--- src/logic/uhie_pkg.sv ---
// Function
// - Frame count readback is read-only and shows counter's eight upper bits.
// - Frame interval counter spans 12000 USB clock counts, one frame start per ms.
// - Writing ones to the enable-clear register disables those sources in one write.
// - Writing ones to the enable-set register enables those sources in one write.
// - Set and clear registers share one enable vector and read back identically.
// - One clears or sets the enable bit; zero leaves it unchanged.
// - Enable bit 9 gates the detach event onto the interrupt.
// - Enable bit 8 gates the attach event onto the interrupt.
// - Enable bit 7 gates the buffer access error event onto the interrupt.
// - Enable bit 6 gates the upstream wake event onto the interrupt.
// - Enable bit 5 gates the downstream wake event onto the interrupt.
// - Enable bit 4 gates the host wake event onto the interrupt.
// - Enable bit 3 gates the bus reset sent event onto the interrupt.
// - Enable bit 2 gates the frame start sent event onto the interrupt.
// - Bits 15:10 and 1:0 of enables read zero; software writes zeros.
// - Each event flag stays set until software writes a one to it.
// - Frame start sent flag sets on every transmitted frame start, each ms.
// - Wake flag sets on upstream wake or detach when frames off, or attach with power.
package uhie_pkg;

    // Register indices; the byte address is four times the index.
    localparam logic [7:0] IDX_FRAME_COUNT_HIGH = 8'h12;
    localparam logic [7:0] IDX_IRQ_ENABLE_CLEAR = 8'h14;
    localparam logic [7:0] IDX_IRQ_ENABLE_SET   = 8'h18;
    localparam logic [7:0] IDX_IRQ_FLAG         = 8'h1C;
    localparam logic [7:0] IDX_HOST_CONTROL     = 8'h08;
    localparam int         ADDR_W               = 10;

    // Event bit positions, shared by the flag and enable vectors.
    localparam int BIT_DETACH    = 9;
    localparam int BIT_ATTACH    = 8;
    localparam int BIT_BUF_ERR   = 7;
    localparam int BIT_UP_WAKE   = 6;
    localparam int BIT_DOWN_WAKE = 5;
    localparam int BIT_HOST_WAKE = 4;
    localparam int BIT_RST_SENT  = 3;
    localparam int BIT_SOF_SENT  = 2;

    localparam logic [15:0] EVENT_MASK    = 16'h03FC;
    localparam logic [15:0] VEC_RESET     = 16'h0000;
    localparam logic [7:0]  FCH_RESET     = 8'h00;

    // Host control bit positions.
    localparam int BIT_FRAME_GEN_ON = 0;
    localparam int BIT_BUS_POWER_OK = 1;

    // Frame timing.
    localparam int FRAME_PERIOD_US = 1000;
    localparam int USB_CLK_KHZ     = 12000;
    localparam int FRAME_LEN       = FRAME_PERIOD_US * USB_CLK_KHZ / 1000;
    localparam int CNT_W           = 14;
    localparam int FCH_W           = 8;

    // AHB transfer type and response codes.
    localparam logic [1:0] HTRANS_NONSEQ = 2'h2;
    localparam logic       HRESP_OKAY    = 1'b0;

    typedef struct packed {
        logic detach;
        logic attach;
        logic buf_err;
        logic up_wake;
        logic down_wake;
        logic rst_sent;
    } uhie_evt_s;

    typedef struct packed {
        logic              pending;
        logic              write;
        logic [ADDR_W-1:0] addr;
    } uhie_dphase_s;

endpackage

--- src/logic/uhie_top.sv ---
// Chosen here: register access over AHB-Lite.
`timescale 1ns/1ns
module uhie_top #(
    parameter int FRAME_LEN = uhie_pkg::FRAME_LEN
) (
    // Clock and reset.
    input  wire logic                  hclk,
    input  wire logic                  hresetn,
    // AHB-Lite slave.
    input  wire logic                  hsel,
    input  wire logic [31:0]           haddr,
    input  wire logic [1:0]            htrans,
    input  wire logic                  hwrite,
    input  wire logic [2:0]            hsize,
    input  wire logic [31:0]           hwdata,
    input  wire logic                  hready,
    output logic      [31:0]           hrdata,
    output logic                       hreadyout,
    output logic                       hresp,
    // USB clock enable and host events.
    input  wire logic                  usb_clk_en,
    input  wire uhie_pkg::uhie_evt_s   evt,
    // Interrupt and frame start.
    output logic                       irq,
    output logic                       frame_start
);

    if (FRAME_LEN < 256 || FRAME_LEN > (1 << uhie_pkg::CNT_W)) begin : g_chk
        $error("FRAME_LEN out of range for the frame counter");
    end

    localparam logic [uhie_pkg::CNT_W-1:0] CNT_TOP =
        uhie_pkg::CNT_W'(FRAME_LEN - 1);
    localparam logic [uhie_pkg::CNT_W-1:0] CNT_ZERO = '0;

    function automatic logic hit(input logic [uhie_pkg::ADDR_W-1:0] a,
                                 input logic [7:0] idx);
        hit = (a[uhie_pkg::ADDR_W-1:2] == idx) && (a[1:0] == 2'h0);
    endfunction

    logic [15:0]                 enable_ff;
    logic [15:0]                 flag_ff;
    logic [1:0]                  ctrl_ff;
    logic [uhie_pkg::CNT_W-1:0]  cnt_ff;
    uhie_pkg::uhie_dphase_s      dph_ff;
    logic [31:0]                 hrdata_ff;
    logic                        hreadyout_ff;
    logic                        hresp_ff;
    logic                        irq_ff;
    logic                        frame_start_ff;
    logic                        rd_wait_ff;

    logic                        addr_take;
    logic                        wr_go;
    logic [15:0]                 w16;
    logic [15:0]                 set_vec;
    logic [15:0]                 clr_vec;
    logic                        sof_now;
    logic [31:0]                 nxt_rdata;

    assign addr_take = hsel && hready && (htrans == uhie_pkg::HTRANS_NONSEQ);
    assign wr_go     = dph_ff.pending && dph_ff.write;
    assign w16       = hwdata[15:0] & uhie_pkg::EVENT_MASK;

    // Address phase capture; reads take one wait state.
    always_ff @(posedge hclk or negedge hresetn) begin
        if (!hresetn) begin
            dph_ff <= '0;
        end else if (hreadyout_ff) begin
            dph_ff.pending <= addr_take;
            dph_ff.write   <= hwrite;
            dph_ff.addr    <= haddr[uhie_pkg::ADDR_W-1:0];
        end
    end

    always_ff @(posedge hclk or negedge hresetn) begin
        if (!hresetn) begin
            hreadyout_ff <= 1'b1;
            rd_wait_ff   <= 1'b0;
        end else begin
            rd_wait_ff   <= hreadyout_ff && addr_take && !hwrite;
            hreadyout_ff <= !(hreadyout_ff && addr_take && !hwrite);
        end
    end

    always_ff @(posedge hclk or negedge hresetn) begin
        if (!hresetn) begin
            hresp_ff <= uhie_pkg::HRESP_OKAY;
        end else begin
            hresp_ff <= uhie_pkg::HRESP_OKAY;
        end
    end

    // Read mux; unmapped addresses read zero.
    always_comb begin
        nxt_rdata = '0;
        if (hit(dph_ff.addr, uhie_pkg::IDX_FRAME_COUNT_HIGH)) begin
            nxt_rdata[uhie_pkg::FCH_W-1:0] =
                cnt_ff[uhie_pkg::CNT_W-1 -: uhie_pkg::FCH_W];
        end else if (hit(dph_ff.addr, uhie_pkg::IDX_IRQ_ENABLE_CLEAR) ||
                     hit(dph_ff.addr, uhie_pkg::IDX_IRQ_ENABLE_SET)) begin
            nxt_rdata[15:0] = enable_ff & uhie_pkg::EVENT_MASK;
        end else if (hit(dph_ff.addr, uhie_pkg::IDX_IRQ_FLAG)) begin
            nxt_rdata[15:0] = flag_ff;
        end else if (hit(dph_ff.addr, uhie_pkg::IDX_HOST_CONTROL)) begin
            nxt_rdata[1:0] = ctrl_ff;
        end
    end

    always_ff @(posedge hclk or negedge hresetn) begin
        if (!hresetn) begin
            hrdata_ff <= '0;
        end else if (rd_wait_ff) begin
            hrdata_ff <= nxt_rdata;
        end
    end

    // Shared enable vector.
    assign set_vec = (wr_go && hit(dph_ff.addr, uhie_pkg::IDX_IRQ_ENABLE_SET)) ?
                     w16 : uhie_pkg::VEC_RESET;
    assign clr_vec = (wr_go && hit(dph_ff.addr, uhie_pkg::IDX_IRQ_ENABLE_CLEAR)) ?
                     w16 : uhie_pkg::VEC_RESET;

    always_ff @(posedge hclk or negedge hresetn) begin
        if (!hresetn) begin
            enable_ff <= uhie_pkg::VEC_RESET;
        end else begin
            enable_ff <= (enable_ff & ~clr_vec) | set_vec;
        end
    end

    always_ff @(posedge hclk or negedge hresetn) begin
        if (!hresetn) begin
            ctrl_ff <= '0;
        end else if (wr_go && hit(dph_ff.addr, uhie_pkg::IDX_HOST_CONTROL)) begin
            ctrl_ff <= hwdata[1:0];
        end
    end

    // Frame interval down-counter on the USB clock enable.
    assign sof_now = usb_clk_en && (cnt_ff == CNT_ZERO) &&
                     ctrl_ff[uhie_pkg::BIT_FRAME_GEN_ON];

    always_ff @(posedge hclk or negedge hresetn) begin
        if (!hresetn) begin
            cnt_ff <= CNT_ZERO;
        end else if (!ctrl_ff[uhie_pkg::BIT_FRAME_GEN_ON]) begin
            cnt_ff <= CNT_TOP;
        end else if (usb_clk_en) begin
            cnt_ff <= (cnt_ff == CNT_ZERO) ? CNT_TOP : cnt_ff - 1'b1;
        end
    end

    always_ff @(posedge hclk or negedge hresetn) begin
        if (!hresetn) begin
            frame_start_ff <= 1'b0;
        end else begin
            frame_start_ff <= sof_now;
        end
    end

    // Sticky flags; a new event wins over a simultaneous clear.
    logic [15:0] evt_vec;
    logic [15:0] flag_clr;
    always_comb begin
        evt_vec = '0;
        evt_vec[uhie_pkg::BIT_DETACH]    = evt.detach;
        evt_vec[uhie_pkg::BIT_ATTACH]    = evt.attach;
        evt_vec[uhie_pkg::BIT_BUF_ERR]   = evt.buf_err;
        evt_vec[uhie_pkg::BIT_UP_WAKE]   = evt.up_wake;
        evt_vec[uhie_pkg::BIT_DOWN_WAKE] = evt.down_wake;
        evt_vec[uhie_pkg::BIT_RST_SENT]  = evt.rst_sent;
        evt_vec[uhie_pkg::BIT_SOF_SENT]  = sof_now;
        evt_vec[uhie_pkg::BIT_HOST_WAKE] =
            ((evt.up_wake || evt.detach) && !ctrl_ff[uhie_pkg::BIT_FRAME_GEN_ON]) ||
            (evt.attach && ctrl_ff[uhie_pkg::BIT_BUS_POWER_OK]);
    end

    assign flag_clr = (wr_go && hit(dph_ff.addr, uhie_pkg::IDX_IRQ_FLAG)) ?
                      w16 : uhie_pkg::VEC_RESET;

    always_ff @(posedge hclk or negedge hresetn) begin
        if (!hresetn) begin
            flag_ff <= uhie_pkg::VEC_RESET;
        end else begin
            flag_ff <= (flag_ff & ~flag_clr) | evt_vec;
        end
    end

    // Per-source gating, bits 9 down to 2.
    always_ff @(posedge hclk or negedge hresetn) begin
        if (!hresetn) begin
            irq_ff <= 1'b0;
        end else begin
            irq_ff <= |(flag_ff & enable_ff & uhie_pkg::EVENT_MASK);
        end
    end

    assign hrdata      = hrdata_ff;
    assign hreadyout   = hreadyout_ff;
    assign hresp       = hresp_ff;
    assign irq         = irq_ff;
    assign frame_start = frame_start_ff;

endmodule

--- config.mk ---
export PLATFORM = sky130hd
export DESIGN_NAME = uhie_top
export DESIGN_NICKNAME = d
export VERILOG_FILES = /design/src/logic/uhie_pkg.sv /design/src/logic/uhie_top.sv
export SDC_FILE = /design/constraint.sdc
export NUM_CORES = 1
export LEC_CHECK = 0
export ABC_CLOCK_PERIOD_IN_PS = 3500
export BUFFER_PORTS_ARGS = -buffer_cell sky130_fd_sc_hd__buf_2
export CORE_UTILIZATION = 53
export CTS_CLUSTER_SIZE = 20
export DETAILED_ROUTE_END_ITERATION = 16
export PLACE_DENSITY = 0.86
export SYNTH_ARGS = -nofsm -noshare
export SYNTH_HDL_FRONTEND = slang
export SYNTH_SLANG_ARGS = --single-unit
export TNS_END_PERCENT = 100
--- constraint.sdc ---
create_clock -name hclk -period 3.5 [get_ports hclk]
set_clock_uncertainty 0.05 [all_clocks]
set_input_delay 0.175 -clock hclk [delete_from_list [all_inputs] [get_ports hclk]]
set_output_delay 0.175 -clock hclk [all_outputs]
set_load 0.02 [all_outputs]
==> out/qor.txt <==
Max IR drop VDD - 0.307 mV
drt wl/cell - 15.5 um
RSZ-0062 raised after global routing - false
slowest stage delay, CP - 590 ps
Worst Path Max Fanout - 12
Post-layout nets - 405
Clock Path Buffers - 2
Max-cap violations - 0
Slew Viols, Final - 0
DRC Markers - 0
critical path class - reg2reg
setup TNS - 0 ps
vias in the first global route - 2181
Final Setup Violations - 0
Worst Tran Pin Value - 1090 ps
Critical Path Source Type - flip-flop
Clock Pin Slew Worst Setup and Hold Paths - 60 ps
crit path max-delay cell type - or4_4
Final GP Congestion - 0.832
Gate Count Post-Synth - 271
worst hold slack - 8.95 ps
Fmax - 425 MHz
Synth Cell Area - 0.00299 mm^2
CTS Sinks - 58
flops & latches, synth - 58
via/cell ratio - 5.69
H-tree levels - 3
Port Buf Inserts - 46
Buffers & Inverters on Critical Path - 0
cts hold-fix bufs - 6
Synth cell types - 52
Min-Delay Path Class - in2reg
Post-CTS Setup Inserts - 0
final WL - 6210 um
commonest cells after routing, fill and taps aside - dfrtp_1 (57), buf_2 (46), conb_1 (23), mux2_2 (21), nand2_1 (16)
Core Area - 0.00547 mm^2
DP Wirelength - 4380 um
number of diodes - 0
share of post-route cells with drive strength above 1 - 30.5%
Power Density - 387 mW/mm^2
Cell Count, Final, Fillers Out - 400
dpl cells - 378
grt total ovfl - 0
worst rel slew slack - 27.3%
Pleak - 1.50 nW
delay-heaviest family, CP - simple AND/OR/NAND/NOR gates
IO Pins - 117
total number of vias - 2274
asr flop ratio synth - 100%
Post-synth EDFFs - 0
First-pass DRT Iterations - 4
Die Span Y - 77.2 um
CP required - 3720 ps
clk root buf - clkbuf_8
Layout area overhead - 13.5%
clock latency on the worst-skew pair - 330 ps
Post-DRT Antenna Nets - 0
Num CTS Buffers - 9
register area share after synthesis - 48.5%
first-pass GRT wire length - 10300 um
1st-iter DRT viols - 192
initial core utilization - 54.7%
post-layout min period - 2350 ps
CP Data Arrival Time - 2580 ps
# rows - 27
Fin. Hold Viols - 0
worst-path cell chain - or4_4, nor3b_4, and4b_1, a22o_2
crit end category - flip-flop
die width - 77.2 um
post_cts resized - 0
post-synthesis area per instance - 11.0 um^2
Tcrit/Tclk final - 67.3%
Die ar. - 0.00595 mm^2
largest net degree at the start of global routing - 49
Yosys Warn Count - 0
GRT Util Overall - 22.6%
initial antenna violation count - 0
status - finished, final reports clean
Most used DFF post-synth - dfrtp_1
TritonCTS clock tree - built
commonest non-fill, non-tap cell in the layout - dfrtp_1
-- final cells by class --
cell class                 instances  area [um^2]
sequential                        58         1450
fill                             457         2070
tap                               72         90.1
timing repair buffer              54          305
multi-input combinational        189         1350
inverter                          11         41.3
clock inverter                     3         15.0
clock buffer                      13          149
-- cell usage after synthesis (4+ instances only) --
cell type,number,area [um^2]
mux2_2,21,236
nand2b_1,4,25.0
a31oi_1,6,37.5
nor2_1,11,41.3
xor2_1,7,61.3
clkbuf_1,5,18.8
a32oi_1,7,61.3
a22o_2,7,70.1
dfrtp_1,57,1430
inv_1,10,37.5
nand3_1,8,40.0
and3_1,4,25.0
a22oi_1,12,90.1
nand4_1,12,75.1
nand2_1,16,60.1
buf_4,23,173
o21ai_1,7,35.0
-- metrics by stage --
stage	area [um^2]	utilization, %	power, W	worst slack, ps
after floorplan	3080	-	0.000776	1650
after global placement	3170	58.0	0.000797	1230
after detailed placement	3170	58.0	0.000800	1190
after CTS	3400	62.1	0.00133	1180
after global routing	3400	62.1	0.00137	1070
final	3400	62.1	0.00132	1150
-- routing by layer --
layer	vias up	part of all wire, %	global-route usage (%)
li1	1057	-	-
met1	1119	44	29.4
met2	82	49	35.1
met3	16	5.1	5.00
met4	0	2.4	12.1
met5	-	0	0
-- kinds of logic (layout without fill, tap and decap cells) --
kind of cell	after synthesis	count (layout)	synth area share, %
flops	58	58	48.5
fa+ha+maj	1	1	0.418
compound gates	53	53	13.4
mux	21	21	7.90
simple gates	82	82	17.7
other cells	1	23	0.125
xor+xnor	9	9	2.63
buf+inv	46	81	9.32
-- state kept, by name (all words and copies together) (netlist names) --
register	cells
dph_ff	12
rd_wait_ff	1
hrdata	10
irq	1
frame_start	1
cnt_ff	14
enable_ff	8
ctrl_ff	2
hreadyout	1
flag_ff	8
-- worst paths after layout --
check	startpoint	endpoint	slack, ps	cells after the start
max in group asynchronous	hresetn	flag_ff[3]$_DFF_PN0_	2130	3
worst max register to register	dph_ff[7]$_DFFE_PN0P_	enable_ff[7]$_DFF_PN0_	1150	4
worst min-delay path	hwdata[9]	flag_ff[9]$_DFF_PN0_	9	2
min in group asynchronous	hresetn	ctrl_ff[0]$_DFFE_PN0P_	520	2
worst min register to register	hrdata[8]$_DFFE_PN0P_	hrdata[8]$_DFFE_PN0P_	440	1
worst max-delay path	dph_ff[7]$_DFFE_PN0P_	enable_ff[7]$_DFF_PN0_	1150	4
-- report_power, final --
| group | switching (W) | internal, W |
|---|---|---|
| Clock | 0.000249 | 0.000273 |
| Sequential | 0.0000141 | 0.000679 |
| Combinational | 0.0000615 | 0.0000382 |
| Total | 0.000324 | 0.000991 |
No activity file was read; power rests on OpenSTA's default activity.
